--- src/rtl/far_pkg.sv ---
// Constants and types shared by the float add result output stage.
package far_pkg;

    // ************************************************************
    // Register map
    // ************************************************************
    localparam logic [3:0] CTRL_OFF      = 4'h0;
    localparam logic [3:0] STATUS_OFF    = 4'h4;
    localparam logic [3:0] RESULT_LO_OFF = 4'h8;
    localparam logic [3:0] RESULT_HI_OFF = 4'hc;
    localparam int         CTRL_EN_BIT   = 0;
    localparam int         ST_OVF_BIT    = 0;
    localparam int         ST_SIGN_BIT   = 1;
    localparam int         ST_NZ_BIT     = 2;
    localparam logic       CTRL_RESET    = 1'b1;

    // ************************************************************
    // Datapath layout
    // ************************************************************
    localparam int          SUM_W        = 97;
    localparam int          COEF_W       = 48;
    localparam int          EXP_W        = 11;
    localparam int          SP_BASE      = 48;
    localparam int          LOWER_TOP    = 44;
    localparam int          MIDDLE_TOP   = 53;
    localparam logic [10:0] EXP_BIAS     = 11'h400;
    localparam logic [10:0] EXP_NEG_ONE  = 11'h7fe;
    localparam logic [10:0] EXP_POS_ZERO = 11'h000;

    typedef enum logic [1:0] {FAR_SEG_LOWER, FAR_SEG_MIDDLE, FAR_SEG_UPPER} far_seg_t;

    typedef struct packed {
        logic [11:0] exp_field;
        logic [47:0] coef;
    } far_result_t;

    typedef struct packed {
        logic gate_upper;
        logic gate_middle;
        logic gate_lower;
        logic gate_exponent;
        logic double_precision_select;
    } far_gates_t;

endpackage : far_pkg

--- src/rtl/far_result_output.sv ---
// Result output stage of the floating add unit with an APB register slave.
//
// Overview of operation
// - Double precision delivers sum 0..47, or sum 1..48 on overflow.
// - Three segment gates plus double precision select choose the output.
// - Middle segment, double precision with overflow, outputs shifted sum bits 45..48.
// - Middle segment, SP with overflow, outputs shifted sum bits 49..53.
// - Middle segment, double precision without overflow, outputs sum bits 45..47.
// - Middle segment, SP without overflow, outputs sum bits 48..53.
// - Middle gate off drives ones on middle-sourced output bits.
// - Sum bits 54..96 pass only with upper gate; overflow picks shift.
// - Sum bits 0..44 pass only with lower gate; overflow picks shift.
// - Overflow shift is end-off; unused high sum positions drive nothing.
// - Exponent is handled in the fourth period from gate, signs, borrow.
// - Exponent gate off blocks both paths and drives all ones.
// - Alike signs: borrow flags overflow and exponent is incremented.
// - Unlike signs: borrow tells larger operand and fixes result sign.
// - Both positive, no overflow: plain true exponent, bias, positive.
// - Unlike signs, positive larger: positive sign, plain true exponent.
// - Increment path serves positive overflow, negative overflow, negative larger.
// - Positive overflow: exponent plus one, true form, bias, positive sign.
// - Positive overflow turning minus one into negative zero gives positive zero.
// - Unlike signs, negative larger: add zero, ones complement, negative sign.
// - Exponent always lands in result bits 48..59.
// - Single precision delivers sum 48..95, or sum 49..96 on overflow.
// - Overflow is flagged only when operand signs are alike.
`timescale 1ns/1ps
module far_result_output
(
    input  wire logic                 pclk,
    input  wire logic                 presetn,
    input  wire logic                 psel,
    input  wire logic                 penable,
    input  wire logic                 pwrite,
    input  wire logic [31:0]          paddr,
    input  wire logic [31:0]          pwdata,
    output logic      [31:0]          prdata,
    output logic                      pready,
    output logic                      pslverr,
    input  wire logic [96:0]          coef_sum,
    input  wire logic [10:0]          work_exponent,
    input  wire logic                 sign_j,
    input  wire logic                 sign_k,
    input  wire logic                 top_borrow_out,
    input  wire far_pkg::far_gates_t  gates,
    input  wire logic                 fourth_period,
    output far_pkg::far_result_t      result,
    output logic                      result_valid
);

    // ************************************************************
    // Segment decoding
    // ************************************************************
    function automatic far_pkg::far_seg_t seg_of(input int idx);
        if (idx <= far_pkg::LOWER_TOP)
            seg_of = far_pkg::FAR_SEG_LOWER;
        else if (idx <= far_pkg::MIDDLE_TOP)
            seg_of = far_pkg::FAR_SEG_MIDDLE;
        else
            seg_of = far_pkg::FAR_SEG_UPPER;
    endfunction : seg_of

    function automatic logic seg_gate(input far_pkg::far_seg_t s,
                                      input far_pkg::far_gates_t g);
        case (s)
            far_pkg::FAR_SEG_LOWER:  seg_gate = g.gate_lower;
            far_pkg::FAR_SEG_MIDDLE: seg_gate = g.gate_middle;
            far_pkg::FAR_SEG_UPPER:  seg_gate = g.gate_upper;
            default:                 seg_gate = 1'b0;
        endcase
    endfunction : seg_gate

    logic        enable;
    logic        alike;
    logic        overflow;
    logic        result_negative;
    logic        use_increment;
    logic        negzero_fix;
    logic [11:0] exp_sum;
    logic [10:0] exp_incr;
    logic [10:0] exp_path;
    logic [10:0] exp_biased;
    logic [11:0] next_exp_field;
    logic [47:0] next_coef;

    // ************************************************************
    // Overflow and sign decision
    // ************************************************************
    assign alike           = (sign_j == sign_k);
    // A positive pair overflows with no borrow into the top; a negative pair with one.
    assign overflow        = alike && (sign_j ? top_borrow_out : !top_borrow_out);
    // Unlike signs: borrow set means the negative operand was larger.
    assign result_negative = alike ? sign_j : top_borrow_out;
    assign use_increment   = overflow || (!alike && top_borrow_out);

    // ************************************************************
    // Coefficient selection
    // ************************************************************
    // Each output bit finds its sum bit from precision and shift; the segment
    // holding that bit decides whether it passes or reads as one. Sum bit 0 on
    // a shift and the positions above 96 have no output, so the shift is end-off.
    generate
        for (genvar i = 0; i < far_pkg::COEF_W; i++)
        begin : g_coef
            localparam int DBL_PLAIN = i;
            localparam int DBL_SHIFT = i + 1;
            localparam int SP_PLAIN = far_pkg::SP_BASE + i;
            localparam int SP_SHIFT = far_pkg::SP_BASE + i + 1;
            always_comb
            begin
                if (gates.double_precision_select && !overflow)
                    next_coef[i] = seg_gate(seg_of(DBL_PLAIN), gates)
                                   ? coef_sum[DBL_PLAIN] : 1'b1;
                else if (gates.double_precision_select)
                    next_coef[i] = seg_gate(seg_of(DBL_SHIFT), gates)
                                   ? coef_sum[DBL_SHIFT] : 1'b1;
                else if (!overflow)
                    next_coef[i] = seg_gate(seg_of(SP_PLAIN), gates)
                                   ? coef_sum[SP_PLAIN] : 1'b1;
                else
                    next_coef[i] = seg_gate(seg_of(SP_SHIFT), gates)
                                   ? coef_sum[SP_SHIFT] : 1'b1;
            end
        end
    endgenerate

    // ************************************************************
    // Exponent paths
    // ************************************************************
    // Ones-complement add of the overflow bit with end-around carry.
    assign exp_sum     = {1'b0, work_exponent} + {11'h000, overflow};
    assign exp_incr    = exp_sum[10:0] + {10'h000, exp_sum[11]};
    assign negzero_fix = overflow && !sign_j && (work_exponent == far_pkg::EXP_NEG_ONE);

    always_comb
    begin
        if (!use_increment)
            exp_path = work_exponent;
        else if (negzero_fix)
            exp_path = far_pkg::EXP_POS_ZERO;
        else
            exp_path = exp_incr;
    end

    assign exp_biased = exp_path ^ far_pkg::EXP_BIAS;

    always_comb
    begin
        if (!gates.gate_exponent)
            next_exp_field = 12'hfff;
        else if (result_negative)
            next_exp_field = ~{1'b0, exp_biased};
        else
            next_exp_field = {1'b0, exp_biased};
    end

    // ************************************************************
    // Result register
    // ************************************************************
    always_ff @(posedge pclk or negedge presetn)
    begin
        if (!presetn)
        begin
            result <= '0;
        end
        else if (fourth_period && enable)
        begin
            result.coef      <= next_coef;
            result.exp_field <= next_exp_field;
        end
    end

    always_ff @(posedge pclk or negedge presetn)
    begin
        if (!presetn)
            result_valid <= 1'b0;
        else
            result_valid <= fourth_period && enable;
    end

    logic last_overflow;
    logic last_sign;
    logic last_negzero;

    always_ff @(posedge pclk or negedge presetn)
    begin
        if (!presetn)
        begin
            last_overflow <= 1'b0;
            last_sign     <= 1'b0;
            last_negzero  <= 1'b0;
        end
        else if (fourth_period && enable)
        begin
            last_overflow <= overflow;
            last_sign     <= result_negative;
            last_negzero  <= negzero_fix && gates.gate_exponent;
        end
    end

    // ************************************************************
    // APB slave
    // ************************************************************
    logic       setup;
    logic       access;
    logic [3:0] reg_addr;
    logic       mapped;

    assign setup    = psel && !penable;
    assign access   = psel && penable;
    assign reg_addr = paddr[3:0];
    assign mapped   = (paddr[31:4] == 28'h0000000) && (paddr[1:0] == 2'h0);
    assign pready   = 1'b1;
    assign pslverr  = access && !mapped;

    always_ff @(posedge pclk or negedge presetn)
    begin
        if (!presetn)
            enable <= far_pkg::CTRL_RESET;
        else if (access && pwrite && mapped && reg_addr == far_pkg::CTRL_OFF)
            enable <= pwdata[far_pkg::CTRL_EN_BIT];
    end

    always_ff @(posedge pclk or negedge presetn)
    begin
        if (!presetn)
            prdata <= 32'h00000000;
        else if (setup)
        begin
            prdata <= 32'h00000000;
            if (mapped)
            begin
                case (reg_addr)
                    far_pkg::CTRL_OFF:      prdata[far_pkg::CTRL_EN_BIT] <= enable;
                    far_pkg::STATUS_OFF:
                    begin
                        prdata[far_pkg::ST_OVF_BIT]  <= last_overflow;
                        prdata[far_pkg::ST_SIGN_BIT] <= last_sign;
                        prdata[far_pkg::ST_NZ_BIT]   <= last_negzero;
                    end
                    far_pkg::RESULT_LO_OFF: prdata <= result[31:0];
                    far_pkg::RESULT_HI_OFF: prdata <= {4'h0, result[59:32]};
                    default:                prdata <= 32'h00000000;
                endcase
            end
        end
    end
endmodule : far_result_output

--- config.mk ---
export PLATFORM = sky130hd
export DESIGN_NAME = far_result_output
export DESIGN_NICKNAME = d
export VERILOG_FILES = /design/src/rtl/far_pkg.sv /design/src/rtl/far_result_output.sv
export SDC_FILE = /design/constraint.sdc
export NUM_CORES = 1
export LEC_CHECK = 0
export BUFFER_PORTS_ARGS = -buffer_cell sky130_fd_sc_hd__buf_2
export CORE_MARGIN = 2
export CORE_UTILIZATION = 48
export DETAILED_ROUTE_END_ITERATION = 10
export PLACE_DENSITY = 0.81
export SYNTH_ARGS = -nofsm -noshare
export SYNTH_HDL_FRONTEND = slang
export SYNTH_SLANG_ARGS = --single-unit
--- constraint.sdc ---
create_clock -name pclk -period 1.6 [get_ports pclk]
set_input_delay 0.24 -clock pclk [delete_from_list [all_inputs] [get_ports pclk]]
set_output_delay 0.24 -clock pclk [all_outputs]
set_load 0.01 [all_outputs]
# After elaboration in Yosys (flattened, before gate mapping)

Index checks and enable logic that the tools add are counted.

Bitwise logic cells: 2
Muxes and demuxes: 364
Eq/ne operators: 5
Reductions and logical operators: 24
$add $sub $neg: 2

Operator list:

| cell                                                            | number |
|---|---|
| 1-bit two-way mux                                               | 356 |
| 29-bit case mux with 2 select lines                             | 1 |
| 32-bit two-way mux                                              | 1 |
| 28-bit logical NOT                                              | 1 |
| 12-bit two-way mux                                              | 2 |
| 11-bit two-way mux                                              | 2 |
| 1-bit logical AND                                               | 14 |
| 11-bit by 1-bit adder with 12-bit output                        | 1 |
| 11-bit NOT with 12-bit output                                   | 1 |
| 11-bit by 1-bit adder with 11-bit output                        | 1 |
| 11-bit == test, second input constant                           | 1 |
| 4-bit == test, second input constant                            | 2 |
| 1-bit logical NOT                                               | 6 |
| 2-bit case mux with 3 select lines                              | 1 |
| 4-bit by 3-bit == test with 1-bit output, second input constant | 1 |
| 4-bit logical NOT                                               | 1 |
| 1-bit case mux with 4 select lines                              | 1 |
| 2-bit logical NOT                                               | 1 |
| 1-bit == test                                                   | 1 |
| 1-bit logical OR                                                | 1 |
| 1-bit NOT                                                       | 1 |

Input port bits: 186
Bits in registers: 97

# Logic depth before layout (Yosys ltp)

Gate-level depths: netlist (run 1).

Depth in word-level cells: 11
Depth in mapped cells: 17
Mapped depth without buffers: 15

# Worst setup path after synthesis (run 1)

No wires, ideal clock.

Path type: input port to flip-flop
Start point: input port sign_k
End point: register result[58] (netlist name)
Arrival: 3.521 ns
Path slack: -2.008 ns
Required time: 1.513 ns
Buffers on the path: 2
Setup time: 0.087 ns
Stages on the path: 16
Cell sequence: or3_1 > and2_1 > buf_2 > buf_2 > inv_2 > ha_1 > nand2_1 > nor3_1 > ha_1 > ha_1 > inv_1 > o41ai_2 > nand2_1 > or4_1 > and4_1 > a211oi_2

Word-level cells in the longest chain between the ends: 10

RTL lines:

| item                                                                          | line                                               | RTL |
|---|---|---|
| from (decl)                                                                   | far_result_output.sv:43                            | `input wire logic sign_k,` |
| 1-bit == test *                                                               | far_result_output.sv:89                            | `assign alike = (sign_j == sign_k);` |
| 1-bit logical AND *                                                           | far_result_output.sv:91                            | `assign overflow = alike && (sign_j ? top_borrow_out : !top_borrow_out);` |
| via overflow                                                                  | far_result_output.sv:75                            | `logic overflow;` |
| 11-bit by 1-bit adder with 12-bit output or 1-bit logical AND (tied branches) | far_result_output.sv:131, far_result_output.sv:133 |  |
| 11-bit by 1-bit adder with 11-bit output or 1-bit logical AND (tied branches) | far_result_output.sv:132, far_result_output.sv:133 |  |
| 11-bit two-way mux                                                            | far_result_output.sv:139                           | `else if (negzero_fix)` |
| 11-bit two-way mux *                                                          | far_result_output.sv:137                           | `if (!use_increment)` |
| 1-bit NOT (no source line) *                                                  | --                                                 |  |
| 11-bit NOT with 12-bit output                                                 | far_result_output.sv:152                           | `next_exp_field = ~{1'b0, exp_biased};` |
| 12-bit two-way mux *                                                          | far_result_output.sv:151                           | `else if (result_negative)` |
| 12-bit two-way mux *                                                          | far_result_output.sv:149                           | `if (!gates.gate_exponent)` |
| to (decl)                                                                     | far_result_output.sv:47                            | `output far_pkg::far_result_t result,` |

Mark *: on every way through the listed nets, which the timed path passes. The rest lies on a longest branch.
A chain may end at the register's enable or synchronous reset.

# Final worst setup path (run 1)

Start point: input port sign_k
End point: register result[52] (netlist name)

Word-level cells in the longest chain between the ends: 9

RTL lines:

| item                                                                          | line |
|---|---|
| 1-bit == test *                                                               | far_result_output.sv:89 |
| 1-bit logical AND *                                                           | far_result_output.sv:91 |
| via overflow                                                                  | far_result_output.sv:75 |
| 11-bit by 1-bit adder with 12-bit output or 1-bit logical AND (tied branches) | far_result_output.sv:131, far_result_output.sv:133 |
| 11-bit by 1-bit adder with 11-bit output or 1-bit logical AND (tied branches) | far_result_output.sv:132, far_result_output.sv:133 |
| 11-bit two-way mux                                                            | far_result_output.sv:139 |
| 11-bit two-way mux *                                                          | far_result_output.sv:137 |
| 11-bit NOT with 12-bit output                                                 | far_result_output.sv:152 |
| 12-bit two-way mux *                                                          | far_result_output.sv:151 |
| 12-bit two-way mux *                                                          | far_result_output.sv:149 |

Marks and branches as above.

==> metrics.txt, run 1 <==
# TYPE chip_impl_metric gauge
chip_impl_info{name="violations",value="setup timing"} 1
chip_impl_metric{name="htreeDepth",unit=""} 3
chip_impl_metric{name="placedInstanceArea",unit="um^2"} 8230
chip_impl_info{name="start_kind",value="primary input"} 1
chip_impl_metric{name="worstPathArrival",unit="ps"} 2890
chip_impl_metric{name="post_drt_via_cell_ratio",unit=""} 6.15
chip_impl_metric{name="largest_net_degree_at_the_start_of_global_routing",unit=""} 66
chip_impl_info{name="most_area_hungry_cell_type_in_the_yosys_netlist",value="sky130_fd_sc_hd__dfrtp_1"} 1
chip_impl_metric{name="finalSetupViolations",unit=""} 30
chip_impl_info{name="unrepaired_setup_endpoints_after_global_routing",value="yes"} 1
chip_impl_info{name="cts_tree",value="done"} 1
chip_impl_metric{name="reg2reg_depth",unit=""} 6
chip_impl_metric{name="number_of_antenna_violations_at_the_first_check_in_global_routing",unit=""} 2
chip_impl_info{name="outcome",value="complete, but fails checks"} 1
chip_impl_metric{name="flow.area_growth_from_synthesis",unit="%"} 50.1
chip_impl_metric{name="max-slew-margin-rel",unit=""} 0.564
chip_impl_metric{name="clock_sink_count",unit=""} 97
chip_impl_metric{name="synth-edff-count",unit=""} 0
chip_impl_metric{name="finalHoldViolCount",unit=""} 0
chip_impl_metric{name="synth-seq-area-share",unit=""} 0.392
chip_impl_metric{name="antenna_violating_nets_post_route",unit=""} 0
chip_impl_info{name="synthTopCellsByArea",value="sky130_fd_sc_hd__dfrtp_1 (39%), sky130_fd_sc_hd__mux2i_1 (15%), sky130_fd_sc_hd__a221oi_1 (6.5%), sky130_fd_sc_hd__a21o_1 (5.8%), sky130_fd_sc_hd__nand2_1 (3.8%)"} 1
chip_impl_metric{name="initial_core_util",unit=""} 0.491
chip_impl_metric{name="synth.top_cell.area_share",unit=""} 0.388
chip_impl_metric{name="cellLeakagePower",unit="nW"} 5.29
chip_impl_metric{name="first_pass_grt_wire_length",unit="um"} 34900
chip_impl_metric{name="yosys_register_bits",unit=""} 97
chip_impl_metric{name="cp.required",unit="ps"} 1850
chip_impl_info{name="postSynth.topFlopCell",value="sky130_fd_sc_hd__dfrtp_1"} 1
chip_impl_metric{name="synth_area",unit="um^2"} 6200
chip_impl_metric{name="dieWidth",unit="um"} 118
chip_impl_metric{name="synth_async_sr_flop_share",unit=""} 1.00
chip_impl_metric{name="timing.fmax",unit="GHz"} 0.379
chip_impl_info{name="worst-setup-path-type",value="primary input to register"} 1
chip_impl_metric{name="fin_setup_tns",unit="ps"} -9350
chip_impl_metric{name="grt_use_total",unit=""} 0.317
chip_impl_metric{name="synthCells",unit=""} 633
chip_impl_metric{name="clk_latency",unit="ps"} 340
chip_impl_metric{name="nNetsFinal",unit=""} 1118
chip_impl_metric{name="yosysWarningCount",unit=""} 0
chip_impl_metric{name="mappedNetlistNets",unit=""} 823
chip_impl_metric{name="timing.final.crit_share",unit=""} 1.65
chip_impl_metric{name="final.setup.worst_slack",unit="ps"} -1040
chip_impl_metric{name="std_cell_rows",unit=""} 41
chip_impl_metric{name="finalWirelength",unit="um"} 23300
chip_impl_metric{name="r2r_slack",unit="ps"} 70
chip_impl_metric{name="io_buffers",unit=""} 248
chip_impl_metric{name="design.die.area",unit="um^2"} 13800
chip_impl_info{name="clock-root-buffer",value="sky130_fd_sc_hd__clkbuf_16"} 1
chip_impl_metric{name="ioPinCount",unit=""} 281
chip_impl_info{name="crit_start",value="sign_k"} 1
chip_impl_metric{name="finalWorstPathRequiredPeriod",unit="ps"} 2640
chip_impl_metric{name="synthDistinctLibCells",unit=""} 61
chip_impl_metric{name="drv_slew",unit=""} 0
chip_impl_metric{name="cts_inserted_buffers",unit=""} 9
chip_impl_metric{name="layout-drive-gt1-share",unit=""} 0.497
chip_impl_metric{name="floorplan.die.height",unit="um"} 118
chip_impl_metric{name="drt_pass1_iterations",unit=""} 5
chip_impl_metric{name="design.core.area",unit="um^2"} 12600
chip_impl_metric{name="vias",unit=""} 6813
chip_impl_metric{name="drc",unit=""} 0
chip_impl_metric{name="critPathMaxFanout",unit=""} 4
chip_impl_metric{name="clk_transition_reported_paths",unit="ps"} 70
chip_impl_metric{name="grt_pass1_vias",unit=""} 6479
chip_impl_info{name="timing.hold.worst.class",value="primary input to register"} 1
chip_impl_info{name="cp-end-kind",value="register"} 1
chip_impl_metric{name="cts_max_path_buffers",unit=""} 2
chip_impl_metric{name="worst_ir_drop_vdd",unit="uV"} 481
chip_impl_info{name="worst_r2r_endpoint",value="result[58]"} 1
chip_impl_metric{name="avgSynthCellArea",unit="um^2"} 9.79
chip_impl_metric{name="max_cap_viol",unit=""} 0
chip_impl_info{name="setup.worst_path.end",value="result[52]"} 1
chip_impl_metric{name="post_drt_wl_per_cell",unit="um"} 21.0
chip_impl_metric{name="overflow",unit=""} 0
chip_impl_metric{name="globalplace.congestion",unit=""} 0.900
chip_impl_info{name="crit-reg2reg-launch",value="enable"} 1
chip_impl_metric{name="power_per_cell_area",unit="nW/um^2"} 640
chip_impl_metric{name="detail_route.iter0.violations",unit=""} 618
chip_impl_metric{name="finalInstanceArea",unit="um^2"} 9300
chip_impl_metric{name="finClkSkew",unit="ps"} 7.87
chip_impl_metric{name="detailed_place_hpwl",unit="um"} 16000
chip_impl_metric{name="tightestPinTransition",unit="ps"} 652
==> critical path, stage by stage <==
cell and delay [ps]:
sky130_fd_sc_hd__buf_6 90, sky130_fd_sc_hd__or3_4 380, sky130_fd_sc_hd__and2_4 170, sky130_fd_sc_hd__inv_8 50
sky130_fd_sc_hd__ha_4 140, sky130_fd_sc_hd__buf_4 130, sky130_fd_sc_hd__ha_4 200, sky130_fd_sc_hd__ha_4 170
sky130_fd_sc_hd__buf_6 120, sky130_fd_sc_hd__a21boi_1 120, sky130_fd_sc_hd__o21ai_1 140, sky130_fd_sc_hd__a21boi_1 100
sky130_fd_sc_hd__o31a_1 240, sky130_fd_sc_hd__mux2_2 270, sky130_fd_sc_hd__xnor2_1 130, sky130_fd_sc_hd__a31oi_1 180
==> metal layers <==
layer	GRT usage	vias to the layer above	wire length [um]
met1	0.389	3274	8720
met5	0	-	0
li1	-	3054	-
met4	0.154	0	1120
met3	0.0480	86	1630
met2	0.544	399	11800
==> sequential cells by signal, indices dropped and copies added, names as in the netlist <==
name	cells
result_valid	1
last_sign	1
enable	1
last_negzero	1
last_overflow	1
result	60
prdata	32
==> area by class of cell <==
class	instances	area, um^2
tap	172	215
antenna	2	5.00
inverter	7	36.3
clock buffer	10	229
multi-input combinational	473	4110
fill	900	3320
clock inverter	6	73.8
timing repair buffer	340	2210
sequential	97	2430
==> repair_timing <==
action | in CTS | in global routing
gates resized for setup | 64 | 42
pin swaps | 36 | 37
endpoints found under the setup margin | 60 | 56
buffers inserted | 8 | 3
hold endpoints to repair | 24 | 0
hold buffers | 1 | 0
cloned | 3 | 1
==> how the worst min path moves through the flow <==
| stage | start | to | slack (ps) | cells after the start |
|---|---|---|---|---|
| 2_1_floorplan | presetn | last_negzero | -60 | 0 |
| 4_1_cts | pwdata[0] | enable | 150 | 2 |
| 3_5_place_dp | presetn | prdata[5] | 190 | 1 |
| 5_1_grt | pwdata[0] | enable | 160 | 2 |
| 6_report | pwdata[0] | enable | 170 | 2 |
| 3_3_place_gp | presetn | prdata[5] | 190 | 1 |
==> cell usage in the layout, fill, tap and decap left out, drive strengths merged, types with 10 or more instances in the layout <==
cell | netlist | layout
a22oi | 30 | 30
buf | 18 | 337
nand2 | 63 | 63
o31ai | 29 | 29
nor2 | 28 | 28
inv | 7 | 10
clkbuf | 38 | 11
o21ai | 16 | 16
a221oi | 47 | 47
mux2i | 95 | 95
a21o | 48 | 48
dfrtp | 96 | 96
==> Yosys cell counts, drive strengths merged (7+ instances only) <==
cell type  instances
dfrtp             96
mux2i             95
nand2             63
a21o              48
a221oi            47
clkbuf            38
a22oi             30
o31ai             29
nor2              28
buf               18
o21ai             16
nor4               9
a21oi              8
xnor2              8
a31oi              7
inv                7
nand3              7
==> logic make-up after synthesis <==
| logic type | synth area share |
|---|---|
| compound gates | 0.266 |
| fa+ha+maj | 0.00807 |
| buf+inv | 0.0412 |
| other cells | 0.000605 |
| flops | 0.392 |
| simple gates | 0.116 |
| xor+xnor | 0.0113 |
| mux | 0.164 |
==> stage by stage <==
step | total power, mW | cells | util | hold WS (ps) | setup slack, ps
3_3_place_gp | 3.51 | 1076 | 0.652 | 189 | -1360
4_1_cts | 5.86 | 1102 | 0.717 | 150 | -968
2_1_floorplan | 3.02 | 633 | - | -55.6 | -1500
6_report | 5.95 | 1107 | 0.737 | 168 | -1040
5_1_grt | 6.17 | 1107 | 0.737 | 155 | -1130
3_5_place_dp | 3.53 | 1076 | 0.652 | 191 | -1430
==> where the power goes <==
group | internal (mW) | switching (mW) | leakage [nW]
Combinational | 0.581 | 0.694 | 3.80
Clock | 1.24 | 0.990 | 0.142
Sequential | 2.45 | 0.0000000335 | 1.35
No activity file was read; power rests on OpenSTA's default activity.
==> run 2, diff against run 1 <==
--- a/config.mk
+++ b/config.mk
@@ -5,7 +5,7 @@
 export SDC_FILE = /design/constraint.sdc
 export NUM_CORES = 1
 export LEC_CHECK = 0
-export BUFFER_PORTS_ARGS = -buffer_cell sky130_fd_sc_hd__buf_2
+export BUFFER_PORTS_ARGS = -buffer_cell sky130_fd_sc_hd__buf_4
 export CORE_MARGIN = 2
 export CORE_UTILIZATION = 48
 export DETAILED_ROUTE_END_ITERATION = 10
==> metrics.txt, run 2 (same netlist as run 1, synthesis figures left out) <==
# TYPE chip_impl_metric gauge
chip_impl_metric{name="largest_net_degree_at_the_start_of_global_routing",unit=""} 73
chip_impl_metric{name="drv_slew",unit=""} 0
chip_impl_metric{name="post_drt_wl_per_cell",unit="um"} 26.4
chip_impl_info{name="worst_r2r_endpoint",value="result[58]"} 1
chip_impl_metric{name="reg2reg_depth",unit=""} 6
chip_impl_metric{name="timing.fmax",unit="GHz"} 0.365
chip_impl_metric{name="finClkSkew",unit="ps"} 11.1
chip_impl_metric{name="vias",unit=""} 7486
chip_impl_metric{name="floorplan.die.height",unit="um"} 118
chip_impl_metric{name="finalSetupViolations",unit=""} 52
chip_impl_metric{name="overflow",unit=""} 0
chip_impl_info{name="outcome",value="complete, but fails checks"} 1
chip_impl_metric{name="grt_use_total",unit=""} 0.379
chip_impl_metric{name="globalplace.congestion",unit=""} 0.951
chip_impl_metric{name="clk_transition_reported_paths",unit="ps"} 70
chip_impl_info{name="unrepaired_setup_endpoints_after_global_routing",value="yes"} 1
chip_impl_info{name="cp-end-kind",value="register"} 1
chip_impl_metric{name="detailed_place_hpwl",unit="um"} 17300
chip_impl_metric{name="design.die.area",unit="um^2"} 13800
chip_impl_info{name="most_common_cell_after_layout_fill_and_taps_aside",value="sky130_fd_sc_hd__buf_4"} 1
chip_impl_metric{name="cts_max_path_buffers",unit=""} 2
chip_impl_metric{name="post_drt_via_cell_ratio",unit=""} 6.77
chip_impl_metric{name="initial_core_util",unit=""} 0.491
chip_impl_metric{name="cts_inserted_buffers",unit=""} 9
chip_impl_metric{name="dieWidth",unit="um"} 118
chip_impl_metric{name="layout-drive-gt1-share",unit=""} 0.501
chip_impl_metric{name="drt_pass1_iterations",unit=""} 8
chip_impl_metric{name="clock_sink_count",unit=""} 97
chip_impl_info{name="clock-root-buffer",value="sky130_fd_sc_hd__clkbuf_16"} 1
chip_impl_info{name="timing.hold.worst_endpoint",value="enable"} 1
chip_impl_metric{name="sequential_cell_area",unit="um^2"} 2430
chip_impl_metric{name="finalWirelength",unit="um"} 29200
chip_impl_info{name="cts_tree",value="done"} 1
chip_impl_metric{name="timing.final.crit_share",unit=""} 1.71
chip_impl_metric{name="antenna_violating_nets_post_route",unit=""} 0
chip_impl_metric{name="finalWorstPathRequiredPeriod",unit="ps"} 2740
chip_impl_metric{name="flow.area_growth_from_synthesis",unit="%"} 62.3
chip_impl_metric{name="worst_ir_drop_vdd",unit="uV"} 493
chip_impl_info{name="timing.hold.worst.class",value="primary input to register"} 1
chip_impl_metric{name="number_of_antenna_violations_at_the_first_check_in_global_routing",unit=""} 0
chip_impl_info{name="start_kind",value="primary input"} 1
chip_impl_metric{name="finalCoreUtilization",unit=""} 0.797
chip_impl_metric{name="detail_route.iter0.violations",unit=""} 938
chip_impl_info{name="largestRegisters",value="result x60, prdata x32"} 1
chip_impl_metric{name="power_per_cell_area",unit="nW/um^2"} 631
chip_impl_metric{name="n_antenna_cell",unit=""} 0
chip_impl_metric{name="io_buffers",unit=""} 248
chip_impl_metric{name="std_cell_rows",unit=""} 41
chip_impl_metric{name="setup_ws_pre_cts",unit="ps"} -1460
chip_impl_metric{name="final.setup.worst_slack",unit="ps"} -1140
chip_impl_info{name="origin_of_the_worst_min_delay_path",value="pwdata[0]"} 1
chip_impl_info{name="max_flop_register",value="result"} 1
chip_impl_info{name="crit-reg2reg-launch",value="enable"} 1
chip_impl_metric{name="grt_pass1_vias",unit=""} 7262
chip_impl_metric{name="r2r_slack",unit="ps"} -20
chip_impl_metric{name="max-slew-margin-rel",unit=""} 0.538
chip_impl_metric{name="critPathMaxFanout",unit=""} 3
chip_impl_metric{name="cp.required",unit="ps"} 1830
chip_impl_metric{name="drc",unit=""} 0
chip_impl_metric{name="n_fill_cell",unit=""} 732
chip_impl_metric{name="multi_input_area",unit="um^2"} 4150
chip_impl_metric{name="ioPinCount",unit=""} 281
chip_impl_metric{name="nNetsFinal",unit=""} 1118
chip_impl_metric{name="finalHoldViolCount",unit=""} 0
chip_impl_metric{name="design.core.area",unit="um^2"} 12600
chip_impl_metric{name="hold_path_depth",unit=""} 2
chip_impl_metric{name="htreeDepth",unit=""} 3
chip_impl_metric{name="tightestPinTransition",unit="ps"} 691
chip_impl_metric{name="cellLeakagePower",unit="nW"} 5.47
chip_impl_info{name="worst-setup-path-type",value="primary input to register"} 1
chip_impl_info{name="violations",value="setup timing"} 1
chip_impl_metric{name="worstPathArrival",unit="ps"} 2970
chip_impl_metric{name="largest_register_ffs",unit=""} 60
chip_impl_metric{name="first_pass_grt_wire_length",unit="um"} 41200
chip_impl_metric{name="max_cap_viol",unit=""} 0
chip_impl_metric{name="clk_latency",unit="ps"} 340
chip_impl_info{name="top_library_cells_by_usage_in_the_layout_fill_and_taps_aside",value="sky130_fd_sc_hd__buf_4 (314), sky130_fd_sc_hd__dfrtp_1 (96), sky130_fd_sc_hd__mux2i_1 (84)"} 1
[run 2: cell count changes in the layout (fill, tap and decap cells not counted), sizes merged]
| cell | previous run | this run |
|---|---|---|
| bufinv | 1 | 2 |
| clkinv | 0 | 2 |
| bufbuf | 1 | 4 |
| buf | 337 | 335 |
| clkinvlp | 2 | 0 |
| inv | 10 | 8 |
| diode | 2 | 0 |
[run 2: timing repair]
| item | CTS | global route |
|---|---|---|
| cloned | 7 | 0 |
| setup buffers | 14 | 4 |
| setup endpoints to repair | 50 | 61 |
| resized for setup | 75 | 45 |
| hold buffers | 1 | 0 |
| hold endpoints to repair | 34 | 0 |
| pin swaps | 57 | 23 |
[run 2: how the worst max path moves through the flow]
stage	start	endpoint	slack, ps	depth (start not counted)
floorplan	sign_k	result[58]	-1500	16
finish	sign_k	result[56]	-1140	16
global route	sign_k	result[56]	-1270	17
detailed placement	sign_k	result[58]	-1460	15
CTS	sign_k	result[58]	-1040	15
global placement	sign_k	result[58]	-1370	15
[run 2: report_power, final]
group	internal [mW]	switching (mW)
sequential	2.45	0.0000000401
combinational	0.739	0.770
clock	1.42	0.977
total	4.61	1.75
[run 2: metrics by stage]
stage	TNS (ps)	cell area [um^2]	hold WS, ps	cells	power, mW
2_1_floorplan	-13940	6330	-55.6	633	3.02
3_3_place_gp	-44730	8770	261	1066	3.59
3_5_place_dp	-49430	8770	264	1066	3.62
4_1_cts	-12250	9810	133	1102	6.15
5_1_grt	-18130	10100	135	1105	6.50
6_report	-15860	10100	143	1105	6.35
[run 2: critical path: stages]
cell	delay [ps]
sky130_fd_sc_hd__buf_6	90
sky130_fd_sc_hd__or3_4	380
sky130_fd_sc_hd__and2_4	170
sky130_fd_sc_hd__inv_8	50
sky130_fd_sc_hd__ha_4	150
sky130_fd_sc_hd__nand2_4	50
sky130_fd_sc_hd__nor3_2	100
sky130_fd_sc_hd__ha_2	220
sky130_fd_sc_hd__ha_4	160
sky130_fd_sc_hd__inv_4	40
sky130_fd_sc_hd__o41ai_4	390
sky130_fd_sc_hd__buf_4	190
sky130_fd_sc_hd__a21oi_2	50
sky130_fd_sc_hd__or3_1	380
sky130_fd_sc_hd__a21o_1	190
sky130_fd_sc_hd__o221a_2	110
[run 2: layout make-up]
cell class / count / area share
clock inverters: 5 / 0.00783
flip-flops and latches: 97 / 0.241
multi-input cells: 473 / 0.413
inverters: 7 / 0.00361
well taps: 172 / 0.0214
clock buffers: 11 / 0.0241
repair buffers: 340 / 0.289
[run 2: layer usage]
| metal | GRT usage | part of all wire | vias up |
|---|---|---|---|
| met5 | 0 | 0 | - |
| met4 | 0.245 | 0.080 | 0 |
| met3 | 0.0775 | 0.092 | 189 |
| met2 | 0.652 | 0.49 | 589 |
| met1 | 0.428 | 0.34 | 3653 |
| li1 | - | - | 3055 |
